===== src/dsbp_pkg.sv =====
// Shared constants, types and field layout of the dual mode bus port
package dsbp_pkg;

  // ==========================================================================
  // Two-wire address byte: fixed high bits, select bits, write bit
  localparam logic [4:0] ADDR_HIGH      = 5'h18;
  localparam logic       ADDR_WRITE     = 1'h0;

  // ==========================================================================
  // Field positions within the two-wire data bytes
  localparam int         KIND_POS       = 7;  // 0 divider pair, 1 control pair
  localparam int         PUMP_POS       = 6;
  localparam int         TEST_POS       = 5;
  localparam int         PDIS_POS       = 4;
  localparam int         VOFF_POS       = 0;
  localparam int         SW7_POS        = 7;
  localparam int         SW6_POS        = 6;
  localparam int         SW5_POS        = 5;
  localparam int         SW4_POS        = 4;
  localparam int         SW1_POS        = 1;

  // ==========================================================================
  // Word and counter sizes
  localparam int         SF_BITS        = 15;
  localparam int         SW_BITS        = 5;
  localparam int         WORD3_BITS     = 19;
  localparam logic [3:0] BYTE_BITS      = 4'h8;
  localparam logic [4:0] WORD3_COUNT    = 5'h13;  // Exactly nineteen pulses
  localparam logic [4:0] WORD3_SAT      = 5'h14;  // Sticks once overrun
  localparam logic [1:0] PRIME_CYCLES   = 2'h3;

  // ==========================================================================
  // Switch vector order inside the settings struct
  localparam int         SWI_ONE        = 0;
  localparam int         SWI_FOUR       = 1;
  localparam int         SWI_FIVE       = 2;
  localparam int         SWI_SIX        = 3;
  localparam int         SWI_SEVEN      = 4;

  // ==========================================================================
  // Bit positions of the synchronised pin vector
  localparam int         PIN_SDA        = 0;
  localparam int         PIN_SCL        = 1;
  localparam int         PIN_ENA        = 2;
  localparam int         PIN_SEL_A      = 3;
  localparam int         PIN_SEL_B      = 4;
  localparam int         PIN_LOCK       = 5;
  localparam int         PIN_COUNT      = 6;

  // ==========================================================================
  // Types
  typedef enum logic {MODE_TWO_WIRE, MODE_THREE_WIRE} dsbp_mode_e;

  typedef enum logic [2:0] {
    TW_IDLE, TW_ADDR, TW_DATA, TW_ACK, TW_SKIP
  } dsbp_tw_state_e;

  typedef struct packed {
    logic [SF_BITS-1:0] scaling_factor;
    logic               pump_current_select;
    logic               divider_test_enable;
    logic               pump_disable_bit;
    logic               varicap_driver_off;
    logic [SW_BITS-1:0] switch_on;  // {seven, six, five, four, one}
  } dsbp_cfg_s;

  localparam dsbp_cfg_s CFG_RESET = '0;

endpackage


===== src/dsbp_bus_port.sv =====
// Dual mode (two-wire or three-wire) programming port of the synthesizer
// Function
// RULE1: Answer only the write address set by selects
// RULE2: Pairs in either order, each internally ordered
// RULE3: Stop anywhere; apply received bytes, keep rest
// RULE4: Three-wire word carries divider and switches
// RULE5: Shift on clock fall only while enable high
// RULE6: Enable low: clock ignored, nothing shifts
// RULE7: Latch on enable fall only after nineteen pulses
// RULE8: Three-wire mode: switch one shows lock
// RULE9: Lock drives switch one on, else off
// RULE10: Three-wire mode forces high pump current
// RULE11: Divider ratio zero disables whole loop
// RULE12: Bus format detected from the signalling
// RULE13: Acknowledge matching address and each data byte
// RULE14: Divider bytes form fifteen-bit latch, top first
// RULE15: Switch bit one turns its output on
// RULE16: Byte kind by top bit, partner by position
// RULE17: Three-wire word: fifteen divider, four switch bits
`timescale 1ns/1ps
`default_nettype none

module dsbp_bus_port (
  input  wire logic                         clock,
  input  wire logic                         rst,
  input  wire logic                         sda_in,
  output logic                              sda_out,
  output logic                              sda_oe,
  input  wire logic                         scl_in,
  input  wire logic                         address_select_or_enable_pin,
  input  wire logic                         addr_select_bit_a,
  input  wire logic                         addr_select_bit_b,
  input  wire logic                         lock_detect,
  output logic [dsbp_pkg::SF_BITS-1:0]      scaling_factor,
  output logic                              pump_current_select,
  output logic                              divider_test_enable,
  output logic                              pump_disable_bit,
  output logic                              varicap_driver_off,
  output logic                              loop_disable,
  output logic                              switch_out_one_oe,
  output logic                              switch_out_four_oe,
  output logic                              switch_out_five_oe,
  output logic                              switch_out_six_oe,
  output logic                              switch_out_seven_oe,
  output logic                              three_wire_mode
);

  // ==========================================================================
  // Pin synchronisers
  logic [dsbp_pkg::PIN_COUNT-1:0] pin_lvl;
  logic [dsbp_pkg::PIN_COUNT-1:0] pin_rise;
  logic [dsbp_pkg::PIN_COUNT-1:0] pin_fall;

  dsbp_pin_sync #(.WIDTH(dsbp_pkg::PIN_COUNT)) u_sync (
    .clock (clock),
    .rst   (rst),
    .din   ({lock_detect, addr_select_bit_b, addr_select_bit_a,
             address_select_or_enable_pin, scl_in, sda_in}),
    .level (pin_lvl),
    .rise  (pin_rise),
    .fall  (pin_fall)
  );

  logic sda_lvl;
  logic scl_lvl;
  logic ena_lvl;
  logic scl_fall;
  logic scl_rise;
  logic ena_rise;
  logic ena_fall;
  logic start_cond;
  logic stop_cond;
  logic [7:0] own_addr;

  // Start and stop are data edges while the clock stands high
  assign sda_lvl    = pin_lvl[dsbp_pkg::PIN_SDA];
  assign scl_lvl    = pin_lvl[dsbp_pkg::PIN_SCL];
  assign ena_lvl    = pin_lvl[dsbp_pkg::PIN_ENA];
  assign scl_fall   = pin_fall[dsbp_pkg::PIN_SCL];
  assign scl_rise   = pin_rise[dsbp_pkg::PIN_SCL];
  assign ena_rise   = pin_rise[dsbp_pkg::PIN_ENA];
  assign ena_fall   = pin_fall[dsbp_pkg::PIN_ENA];
  assign start_cond = pin_fall[dsbp_pkg::PIN_SDA] & scl_lvl;
  assign stop_cond  = pin_rise[dsbp_pkg::PIN_SDA] & scl_lvl;
  assign own_addr   = {dsbp_pkg::ADDR_HIGH, pin_lvl[dsbp_pkg::PIN_SEL_A],
                       pin_lvl[dsbp_pkg::PIN_SEL_B], dsbp_pkg::ADDR_WRITE};

  // ==========================================================================
  // Bus format detection
  dsbp_pkg::dsbp_mode_e mode_ff;
  dsbp_pkg::dsbp_mode_e nxt_mode;
  logic                 tw_start;

  // The select pin is static in two-wire use, so any rise means three-wire.
  // A start is not trusted while enable is high in three-wire mode, since
  // three-wire data may legally move while the clock is high.
  assign tw_start = start_cond &
                    !(mode_ff == dsbp_pkg::MODE_THREE_WIRE && ena_lvl);

  always_comb begin
    nxt_mode = mode_ff;
    if (ena_rise) begin
      nxt_mode = dsbp_pkg::MODE_THREE_WIRE;  // RULE12
    end else if (tw_start) begin
      nxt_mode = dsbp_pkg::MODE_TWO_WIRE;    // RULE12
    end
  end

  always_ff @(posedge clock) begin
    if (rst) begin
      mode_ff <= dsbp_pkg::MODE_TWO_WIRE;
    end else begin
      mode_ff <= nxt_mode;
    end
  end

  // ==========================================================================
  // Two-wire receiver
  dsbp_pkg::dsbp_tw_state_e tw_st_ff;
  dsbp_pkg::dsbp_tw_state_e nxt_tw_st;
  logic [3:0]               bit_cnt_ff;
  logic [3:0]               nxt_bit_cnt;
  logic [7:0]               shreg_ff;
  logic [7:0]               nxt_shreg;
  logic                     in_pair_ff;
  logic                     nxt_in_pair;
  logic                     kind_ff;
  logic                     nxt_kind;
  logic                     ack_ff;
  logic                     nxt_ack;
  dsbp_pkg::dsbp_cfg_s      pend_ff;
  dsbp_pkg::dsbp_cfg_s      nxt_pend;
  dsbp_pkg::dsbp_cfg_s      cfg_ff;
  logic                     tw_commit;
  logic                     byte_done;

  assign byte_done = scl_fall && (bit_cnt_ff == dsbp_pkg::BYTE_BITS);
  assign tw_commit = stop_cond && (tw_st_ff != dsbp_pkg::TW_IDLE);  // RULE3

  // A stop commits the staged copy, so a cut-short write keeps the rest
  always_comb begin
    nxt_tw_st   = tw_st_ff;
    nxt_bit_cnt = bit_cnt_ff;
    nxt_shreg   = shreg_ff;
    nxt_in_pair = in_pair_ff;
    nxt_kind    = kind_ff;
    nxt_ack     = ack_ff;
    nxt_pend    = pend_ff;
    if (tw_start) begin
      nxt_tw_st   = dsbp_pkg::TW_ADDR;
      nxt_bit_cnt = '0;
      nxt_ack     = 1'b0;
      nxt_pend    = cfg_ff;
    end else if (stop_cond || mode_ff == dsbp_pkg::MODE_THREE_WIRE) begin
      nxt_tw_st = dsbp_pkg::TW_IDLE;
      nxt_ack   = 1'b0;
    end else begin
      case (tw_st_ff)
        dsbp_pkg::TW_ADDR, dsbp_pkg::TW_DATA: begin
          if (scl_rise) begin
            nxt_shreg   = {shreg_ff[6:0], sda_lvl};
            nxt_bit_cnt = bit_cnt_ff + 4'h1;
          end
          if (byte_done && tw_st_ff == dsbp_pkg::TW_ADDR) begin
            nxt_in_pair = 1'b0;
            if (shreg_ff == own_addr) begin
              nxt_tw_st = dsbp_pkg::TW_ACK;           // RULE1
              nxt_ack   = 1'b1;                       // RULE13
            end else begin
              nxt_tw_st = dsbp_pkg::TW_SKIP;          // RULE1
            end
          end else if (byte_done) begin
            nxt_tw_st   = dsbp_pkg::TW_ACK;
            nxt_ack     = 1'b1;                       // RULE13
            nxt_in_pair = !in_pair_ff;                // RULE16
            if (!in_pair_ff) begin
              nxt_kind = shreg_ff[dsbp_pkg::KIND_POS];  // RULE16
              if (!shreg_ff[dsbp_pkg::KIND_POS]) begin
                nxt_pend.scaling_factor[14:8] = shreg_ff[6:0];  // RULE14
              end else begin
                nxt_pend.pump_current_select =
                  shreg_ff[dsbp_pkg::PUMP_POS];
                nxt_pend.divider_test_enable =
                  shreg_ff[dsbp_pkg::TEST_POS];
                nxt_pend.pump_disable_bit    =
                  shreg_ff[dsbp_pkg::PDIS_POS];
                nxt_pend.varicap_driver_off  =
                  shreg_ff[dsbp_pkg::VOFF_POS];
              end
            end else if (!kind_ff) begin
              nxt_pend.scaling_factor[7:0] = shreg_ff;  // RULE2
            end else begin
              nxt_pend.switch_on = {shreg_ff[dsbp_pkg::SW7_POS],
                                    shreg_ff[dsbp_pkg::SW6_POS],
                                    shreg_ff[dsbp_pkg::SW5_POS],
                                    shreg_ff[dsbp_pkg::SW4_POS],
                                    shreg_ff[dsbp_pkg::SW1_POS]};  // RULE2
            end
          end
        end
        dsbp_pkg::TW_ACK: begin
          if (scl_fall) begin
            nxt_tw_st   = dsbp_pkg::TW_DATA;
            nxt_ack     = 1'b0;                       // RULE13
            nxt_bit_cnt = '0;
          end
        end
        dsbp_pkg::TW_IDLE, dsbp_pkg::TW_SKIP: begin
          nxt_ack = 1'b0;
        end
        default: begin
          nxt_tw_st = dsbp_pkg::TW_IDLE;
          nxt_ack   = 1'b0;
        end
      endcase
    end
  end

  always_ff @(posedge clock) begin
    if (rst) begin
      tw_st_ff   <= dsbp_pkg::TW_IDLE;
      bit_cnt_ff <= '0;
      shreg_ff   <= '0;
      in_pair_ff <= 1'b0;
      kind_ff    <= 1'b0;
      ack_ff     <= 1'b0;
      pend_ff    <= dsbp_pkg::CFG_RESET;
    end else begin
      tw_st_ff   <= nxt_tw_st;
      bit_cnt_ff <= nxt_bit_cnt;
      shreg_ff   <= nxt_shreg;
      in_pair_ff <= nxt_in_pair;
      kind_ff    <= nxt_kind;
      ack_ff     <= nxt_ack;
      pend_ff    <= nxt_pend;
    end
  end

  // ==========================================================================
  // Three-wire receiver and the settings latch
  logic [dsbp_pkg::WORD3_BITS-1:0] sh3_ff;
  logic [dsbp_pkg::WORD3_BITS-1:0] nxt_sh3;
  logic [4:0]                      cnt3_ff;
  logic [4:0]                      nxt_cnt3;
  dsbp_pkg::dsbp_cfg_s             nxt_cfg;
  logic                            mode3;

  assign mode3 = (mode_ff == dsbp_pkg::MODE_THREE_WIRE);

  // Pulse count saturates so that an overlong word can never alias to 19
  always_comb begin
    nxt_sh3  = sh3_ff;
    nxt_cnt3 = cnt3_ff;
    nxt_cfg  = cfg_ff;
    if (ena_rise) begin
      nxt_cnt3 = '0;
    end else if (mode3 && ena_lvl && scl_fall) begin
      nxt_sh3 = {sh3_ff[dsbp_pkg::WORD3_BITS-2:0], sda_lvl};  // RULE5 RULE6
      if (cnt3_ff != dsbp_pkg::WORD3_SAT) begin
        nxt_cnt3 = cnt3_ff + 5'h1;
      end
    end
    if (tw_commit) begin
      nxt_cfg = pend_ff;                                        // RULE3
    end else if (mode3 && ena_fall &&
                 cnt3_ff == dsbp_pkg::WORD3_COUNT) begin         // RULE7
      nxt_cfg.scaling_factor    = sh3_ff[18:4];                 // RULE4 RULE17
      nxt_cfg.switch_on[4:1]    = sh3_ff[3:0];                  // RULE17
    end
  end

  always_ff @(posedge clock) begin
    if (rst) begin
      sh3_ff  <= '0;
      cnt3_ff <= '0;
      cfg_ff  <= dsbp_pkg::CFG_RESET;
    end else begin
      sh3_ff  <= nxt_sh3;
      cnt3_ff <= nxt_cnt3;
      cfg_ff  <= nxt_cfg;
    end
  end

  // ==========================================================================
  // Registered outputs
  logic                            sda_oe_ff;
  logic                            pump_ff;
  logic                            loop_dis_ff;
  logic                            mode_out_ff;
  logic [dsbp_pkg::SW_BITS-1:0]    sw_oe_ff;
  logic [dsbp_pkg::SW_BITS-1:0]    nxt_sw_oe;
  dsbp_pkg::dsbp_cfg_s             cfg_out_ff;

  // Switch one is lent to the lock flag while three-wire mode holds
  always_comb begin
    nxt_sw_oe = cfg_ff.switch_on;                               // RULE15
    if (mode3) begin
      nxt_sw_oe[dsbp_pkg::SWI_ONE] = pin_lvl[dsbp_pkg::PIN_LOCK]; // RULE8 RULE9
    end
  end

  always_ff @(posedge clock) begin
    if (rst) begin
      sda_oe_ff   <= 1'b0;
      pump_ff     <= 1'b0;
      loop_dis_ff <= 1'b0;
      mode_out_ff <= 1'b0;
      sw_oe_ff    <= '0;
      cfg_out_ff  <= dsbp_pkg::CFG_RESET;
    end else begin
      sda_oe_ff   <= ack_ff;
      pump_ff     <= mode3 | cfg_ff.pump_current_select;       // RULE10
      loop_dis_ff <= (cfg_ff.scaling_factor == '0);            // RULE11
      mode_out_ff <= mode3;
      sw_oe_ff    <= nxt_sw_oe;
      cfg_out_ff  <= cfg_ff;
    end
  end

  // The pin is only ever pulled low, never driven high
  assign sda_out             = 1'b0;
  assign sda_oe              = sda_oe_ff;
  assign scaling_factor      = cfg_out_ff.scaling_factor;
  assign pump_current_select = pump_ff;
  assign divider_test_enable = cfg_out_ff.divider_test_enable;
  assign pump_disable_bit    = cfg_out_ff.pump_disable_bit;
  assign varicap_driver_off  = cfg_out_ff.varicap_driver_off;
  assign loop_disable        = loop_dis_ff;
  assign switch_out_one_oe   = sw_oe_ff[dsbp_pkg::SWI_ONE];
  assign switch_out_four_oe  = sw_oe_ff[dsbp_pkg::SWI_FOUR];
  assign switch_out_five_oe  = sw_oe_ff[dsbp_pkg::SWI_FIVE];
  assign switch_out_six_oe   = sw_oe_ff[dsbp_pkg::SWI_SIX];
  assign switch_out_seven_oe = sw_oe_ff[dsbp_pkg::SWI_SEVEN];
  assign three_wire_mode     = mode_out_ff;
endmodule
`default_nettype wire


===== src/dsbp_pin_sync.sv =====
// Two-stage pin synchroniser with edge pulses for a vector of pins
`timescale 1ns/1ps
`default_nettype none

module dsbp_pin_sync #(
  parameter int WIDTH = 1
) (
  input  wire logic             clock,
  input  wire logic             rst,
  input  wire logic [WIDTH-1:0] din,
  output logic      [WIDTH-1:0] level,
  output logic      [WIDTH-1:0] rise,
  output logic      [WIDTH-1:0] fall
);

  logic [WIDTH-1:0] meta_ff;
  logic [WIDTH-1:0] sync_ff;
  logic [WIDTH-1:0] prev_ff;
  logic [1:0]       prime_ff;
  logic [1:0]       nxt_prime;

  // ==========================================================================
  // Edges are held back until the chain has filled, so reset gives none
  always_comb begin
    nxt_prime = prime_ff;
    if (prime_ff != dsbp_pkg::PRIME_CYCLES) begin
      nxt_prime = prime_ff + 2'h1;
    end
  end

  // Meta stage feeds only the second stage
  always_ff @(posedge clock) begin
    if (rst) begin
      meta_ff  <= '0;
      sync_ff  <= '0;
      prev_ff  <= '0;
      prime_ff <= '0;
    end else begin
      meta_ff  <= din;
      sync_ff  <= meta_ff;
      prev_ff  <= sync_ff;
      prime_ff <= nxt_prime;
    end
  end

  // Edge pulses last one clock
  assign level = sync_ff;
  assign rise  = (prime_ff == dsbp_pkg::PRIME_CYCLES) ? (sync_ff & ~prev_ff)
                                                      : '0;
  assign fall  = (prime_ff == dsbp_pkg::PRIME_CYCLES) ? (~sync_ff & prev_ff)
                                                      : '0;

endmodule
`default_nettype wire


===== config.mk =====
export PLATFORM = sky130hd
export DESIGN_NAME = dsbp_bus_port
export DESIGN_NICKNAME = d
export VERILOG_FILES = /design/src/dsbp_pkg.sv /design/src/dsbp_bus_port.sv /design/src/dsbp_pin_sync.sv
export SDC_FILE = /design/constraint.sdc
export NUM_CORES = 1
export LEC_CHECK = 0
export BUFFER_PORTS_ARGS = -buffer_cell sky130_fd_sc_hd__buf_2
export CAP_MARGIN = 20
export CORE_MARGIN = 2
export CORE_UTILIZATION = 55
export DETAILED_ROUTE_END_ITERATION = 8
export GPL_TIMING_DRIVEN = 0
export PLACE_DENSITY_LB_ADDON = 0.12
export SLEW_MARGIN = 0
export SYNTH_ARGS = -nofsm -noshare
export SYNTH_HDL_FRONTEND = slang
export SYNTH_HIERARCHICAL = 1
export SYNTH_SLANG_ARGS = --single-unit

===== constraint.sdc =====
create_clock -name clock -period 2.81 [get_ports clock]
set_clock_uncertainty 0.15 [all_clocks]
set_input_delay 0.562 -clock clock [delete_from_list [all_inputs] [get_ports clock]]
set_output_delay 0.562 -clock clock [all_outputs]
set_load 0.1 [all_outputs]

**Word-level counts from Yosys, hierarchy flattened**

Cells that the tools add are included.

- $add $sub $neg: 3
- Multipliers: 0
- Divide/modulo/power cells: 0
- Order comparisons: 0
- Equal/unequal tests: 22
- Shifts and indexed selects: 0
- Multiplexer cells: 39
- Bitwise operators: 14
- Reductions and logical operators: 40

Operators by type and width:

| cell | count |
|---|---|
| $mux W24 | 5 |
| $mux W15 | 2 |
| $reduce_and A6 Y1 | 5 |
| $mux W4 | 6 |
| $mux W3 | 6 |
| $reduce_bool A2 Y1 | 9 |
| $mux W8 | 2 |
| $ne A2 B2 Y1 const B | 8 |
| $logic_not A15 Y1 | 1 |
| $mux W7 | 2 |
| $reduce_and A4 Y1 | 3 |
| $mux W1 | 11 |
| $mux W5 | 2 |
| $ne A5 B5 Y1 const B | 2 |
| $ne A3 B3 Y1 const B | 3 |
| $pmux W3 S3 | 1 |
| $reduce_and A3 Y1 | 3 |
| $eq A8 B8 Y1 | 1 |
| $pmux W4 S2 | 1 |
| $reduce_or A2 Y1 | 4 |
| $logic_and A1 B1 Y1 | 7 |
| $and A3 B3 Y3 | 2 |
| $eq A3 B2 Y1 const B | 2 |
| $not A1 Y1 | 6 |
| 19 further kinds | 24 |

- Bits in registers: 135
- Bits in latches: 0
- Bits in writable memories: 0
- ROM bits: 0
- Bits of input ports: 8
- Output and inout bits: 28
- Logic and storage cells: 155
- Memories kept: 0

**Depth between registers and ports, before layout**

- Depth in word-level cells: 9
- Gate-level depth with buffers: 11
- Depth with buffers taken out: 7

**Cells and area by module**

The synthesis kept the hierarchy.

By module, submodules not included:

| module | times used | cells an instance | area each (µm²) | seq. area each (µm²) |
|---|---|---|---|---|
| dsbp_bus_port | 1 | 516 | 4745.8 | 2362.3 |
| dsbp_pin_sync | 1 | 65 | 685.7 | 400.4 |

**Worst setup path before layout**

Ideal clock, no wire load.

- Path type: reg2reg
- From: reg u_sync.prime_ff[0]
- To: reg pend_ff[12] (netlist name)
- Library setup time: 133 ps
- Arrival time: 2155 ps
- Data required time: 2527 ps
- Setup slack: 372 ps
- Cell stages (with the launch flop): 10
- Buffers on the path: 2
- Clock period less this slack: 2438 ps
- Path through: dfxtp_1 -> ha_1 -> buf_6 -> nand2_1 -> nor2_1 -> nand4b_1 -> nor4_2 -> or2_2 -> buf_2 -> a311oi_1

- Cells in the longest elaborated chain, start to end: 6
- Elaborated cells on any way between the ends: 17
- Classes of those cells: 4 x eq/ne; 3 x mux; 3 x bitwise; 7 x reduce/logical

Ends and longest elaborated chain:

| element | RTL line | source |
|---|---|---|
| start: declaration | dsbp_pin_sync.sv:19 | `logic [1:0] prime_ff;` |
| start signal: assignment | dsbp_pin_sync.sv:42 | `prime_ff <= nxt_prime;` |
| $eq A2 B2 Y1 * | dsbp_pin_sync.sv:50 | `assign fall = (prime_ff == dsbp_pkg::PRIME_CYCLES) ? (~sync_ff & prev_ff)` |
| $mux W3 * | dsbp_pin_sync.sv:50 |  |
| net pin_fall, one bit | dsbp_bus_port.sv:52 | `logic [dsbp_pkg::PIN_COUNT-1:0] pin_fall;` |
| $logic_and A1 B1 Y1 * | dsbp_bus_port.sv:137 | `assign byte_done = scl_fall && (bit_cnt_ff == dsbp_pkg::BYTE_BITS);` |
| $logic_and A1 B1 Y1 | dsbp_bus_port.sv:164 | `if (byte_done && tw_st_ff == dsbp_pkg::TW_ADDR) begin` |
| $ne A2 B2 Y1 (no source line) | -- |  |
| $reduce_and A6 Y1 (no source line) * | -- |  |
| end signal: assignment | dsbp_bus_port.sv:227 | `pend_ff <= dsbp_pkg::CFG_RESET;` |
| end signal: assignment | dsbp_bus_port.sv:235 | `pend_ff <= nxt_pend;` |
| end: declaration | dsbp_bus_port.sv:131 | `dsbp_pkg::dsbp_cfg_s pend_ff;` |

Mark *: on every way through the listed nets, which the timed path passes. The rest lies on a longest branch.
A chain may end at the register's enable or synchronous reset.

**Final worst setup path**

- From: reg u_sync.prime_ff[0]
- To: reg pend_ff[7] (netlist name)

The elaborated chain is that of the path after synthesis.

==> summary.txt <==
Run status
  – Outcome: finished clean

Timing
  – Slew headroom: 50.7%
  – Worst-margin pin slew: 739 ps
  – Max Clk Rate: 369 MHz
  – Max-slew violations: 0
  – Post-route minimum period: 2710 ps
  – RSZ-0062 raised after global routing: yes
  – Setup WS post-layout: 102 ps
  – Final setup vio count: 0
  – Hold Vio Cnt, Final: 0
  – Fin crit share: 96.4%

Finish
  – Multi-input logic area: 2430 sq um
  – Nets: 633
  – FF/Latch Area: 2700 sq um
  – Fin cells: 760
  – Diode count: 0
  – Share of cells above drive strength 1: 14.1%
  – Area growth, synth to finish: 17.7%
  – FILL cells: 770

GRT
  – Global Route Usage Sum: 24.9%
  – Global-route wire length before repair: 19900 um
  – Vias in the first global route: 4023
  – Grt total ovfl: 0
  – Pin count of the biggest net entering global routing: 17
  – Initial antenna violation count: 0

Placement
  – DP Worst Slack: -281 ps
  – Placed cells: 729
  – Hpwl dp: 8340 um
  – GP Congestion: 0.851
  – PortBufs: 34

Routing
  – Final WL: 12100 um
  – Routed Antenna Nets: 0
  – DR WL/cell: 15.9 um
  – Via Count: 4210
  – Avg Vias per Cell: 5.54
  – Pre-antenna DRT Iters: 7
  – DRC violations left: 0
  – 1st-iter DRT viols: 320

Die
  – Die area: 10400 sq um
  – Std-Cell Rows: 35
  – Starting Density: 57.1%
  – Die Ht: 102 um
  – Core box area: 9280 sq um
  – I/O pins: 36
  – Die W: 102 um

Worst hold path
  – Startpoint of the worst hold path: sda_in
  – Hold Path Cell Cnt: 2
  – Min-delay worst type: in -> reg
  – Hold EP: u_sync/meta_ff[0]

Setup path
  – WS Path Type: reg -> reg
  – Reg2Reg Setup Slack: 100 ps
  – CP Data Arrival Time: 2980 ps
  – WP depth: 10
  – CP endpoint kind: flip-flop
  – Worst path slowest cell: or4_1
  – Crit path max fanout: 7
  – Worst path top cell family by delay: simple AND/OR/NAND/NOR gates
  – Bufs and invs on worst path: 3
  – Cell count of the worst reg-to-reg path: 10
  – Critical Path RT: 3080 ps
  – Crit-path max cell delay: 510 ps
  – Crit path launch type: flip-flop
  – Launching point of the worst reg2reg path: u_sync/prime_ff[0]
  – Reg-to-reg endpoint: pend_ff[7]
  – Crit path cell chain: ha_1, buf_6, nand2_1, nor2_2, nand4b_1, buf_4, or4_1, clkbuf_1, mux2i_1, a211oi_1

Clock network
  – Cts bufs inserted: 17
  – Later-pin clock latency in the skew report: 520 ps
  – Maximum buffer depth of the clock tree: 2
  – TritonCTS clock tree: done
  – Reg clk slew, reported paths: 60 ps
  – Root Driver: clkbuf_8
  – H-tree depth: 4
  – TritonCTS Sinks: 135

Synth
  – Post-synth design cell area: 5300 sq um
  – Yosys warns: 6
  – Syn Area/Cell: 9.37 sq um
  – Cells after Synth: 566
  – Synth Net Count: 580

Pwr
  – PD cells: 678 nW/um^2
  – Leakage Power: 0.00246 uW
  – Maximum vdd drop: 0.422 mV

Job
  – Max cap viols: 0
[report_power, final]
group	switching, uW	leakage, uW	internal, uW	total (uW)
Clock	817	0.000294	1370	2180
Sequential	11.8	0.00109	1930	1940
Combinational	70.8	0.00108	32.4	103
[through the flow]
step | util (%) | total power, uW | setup TNS [ps] | hold slack [ps] | instance area (sq um)
final | 67.2 | 4230 | 0 | 99.5 | 6240
after global routing | 67.2 | 4350 | -5.55 | 117 | 6240
after CTS | 67.1 | 4250 | 0 | 90.2 | 6230
after detailed placement | 60.7 | 2090 | -3550 | 274 | 5630
after global placement | 60.7 | 2080 | -1910 | 271 | 5630
after floorplan | - | 2060 | 0 | 264 | 5300
[registers in the layout, summed over array words and instances (netlist names), 2 cells and up]
signal,count
bit_cnt_ff,4
cfg_ff,24
cnt3_ff,5
pend_ff,24
scaling_factor,15
sh3_ff,19
shreg_ff,8
sw_oe_ff,5
tw_st_ff,3
u_sync/level,6
u_sync/meta_ff,6
u_sync/prev_ff,3
u_sync/prime_ff,2
[layout make-up]
cell class / count / area share, %
tap: 129 / 2.59
timing repair buffer: 35 / 2.85
clock buffer: 18 / 6.86
multi-input combinational: 387 / 39.0
sequential: 135 / 43.3
clock inverter: 13 / 2.49
buffer: 38 / 2.67
inverter: 5 / 0.301
[worst max path at each step]
stage / end / start / slack, ps
finish: pend_ff[7] / u_sync/prime_ff[0] / 100
floorplan: pend_ff[12] / u_sync/prime_ff[0] / 410
CTS: sh3_ff[11] / u_sync/prime_ff[0] / 20
detailed placement: pend_ff[14] / u_sync/prime_ff[0] / -280
global route: pend_ff[2] / u_sync/prime_ff[0] / -3
global placement: pend_ff[12] / u_sync/prime_ff[0] / -170
[repair_timing]
action | 4_1_cts | 5_1_grt
gates resized for setup | 1 | 5
hold buffers | 0 | 0
setup endpoints to repair | 24 | 34
pin swaps | 1 | 0
buffers inserted | 1 | 0
[cell usage in the layout, fill, tap and decap left out, types with 5 or more instances in the layout]
cell type,count
nor2b_1,43
nand4_1,5
nor2_1,49
a21oi_1,43
clkinv_2,6
clkbuf_1,26
a21boi_0,5
inv_1,5
a211oi_1,35
dfxtp_1,135
buf_2,43
xor2_1,5
clkbuf_16,16
nand3_1,6
a311oi_1,8
ha_1,6
mux2i_1,40
nor3_1,26
nand2_1,59
[metal layers]
layer  vias to the layer above  global-route usage (%)  routed length (um)
met5                         -                       0                   0
li1                       2089                       -                   -
met1                      1978                    31.0                5230
met4                         0                    9.44                 222
met3                        24                    6.02                 607
met2                       119                    42.0                6060
Power figures use the tool's default switching activity.
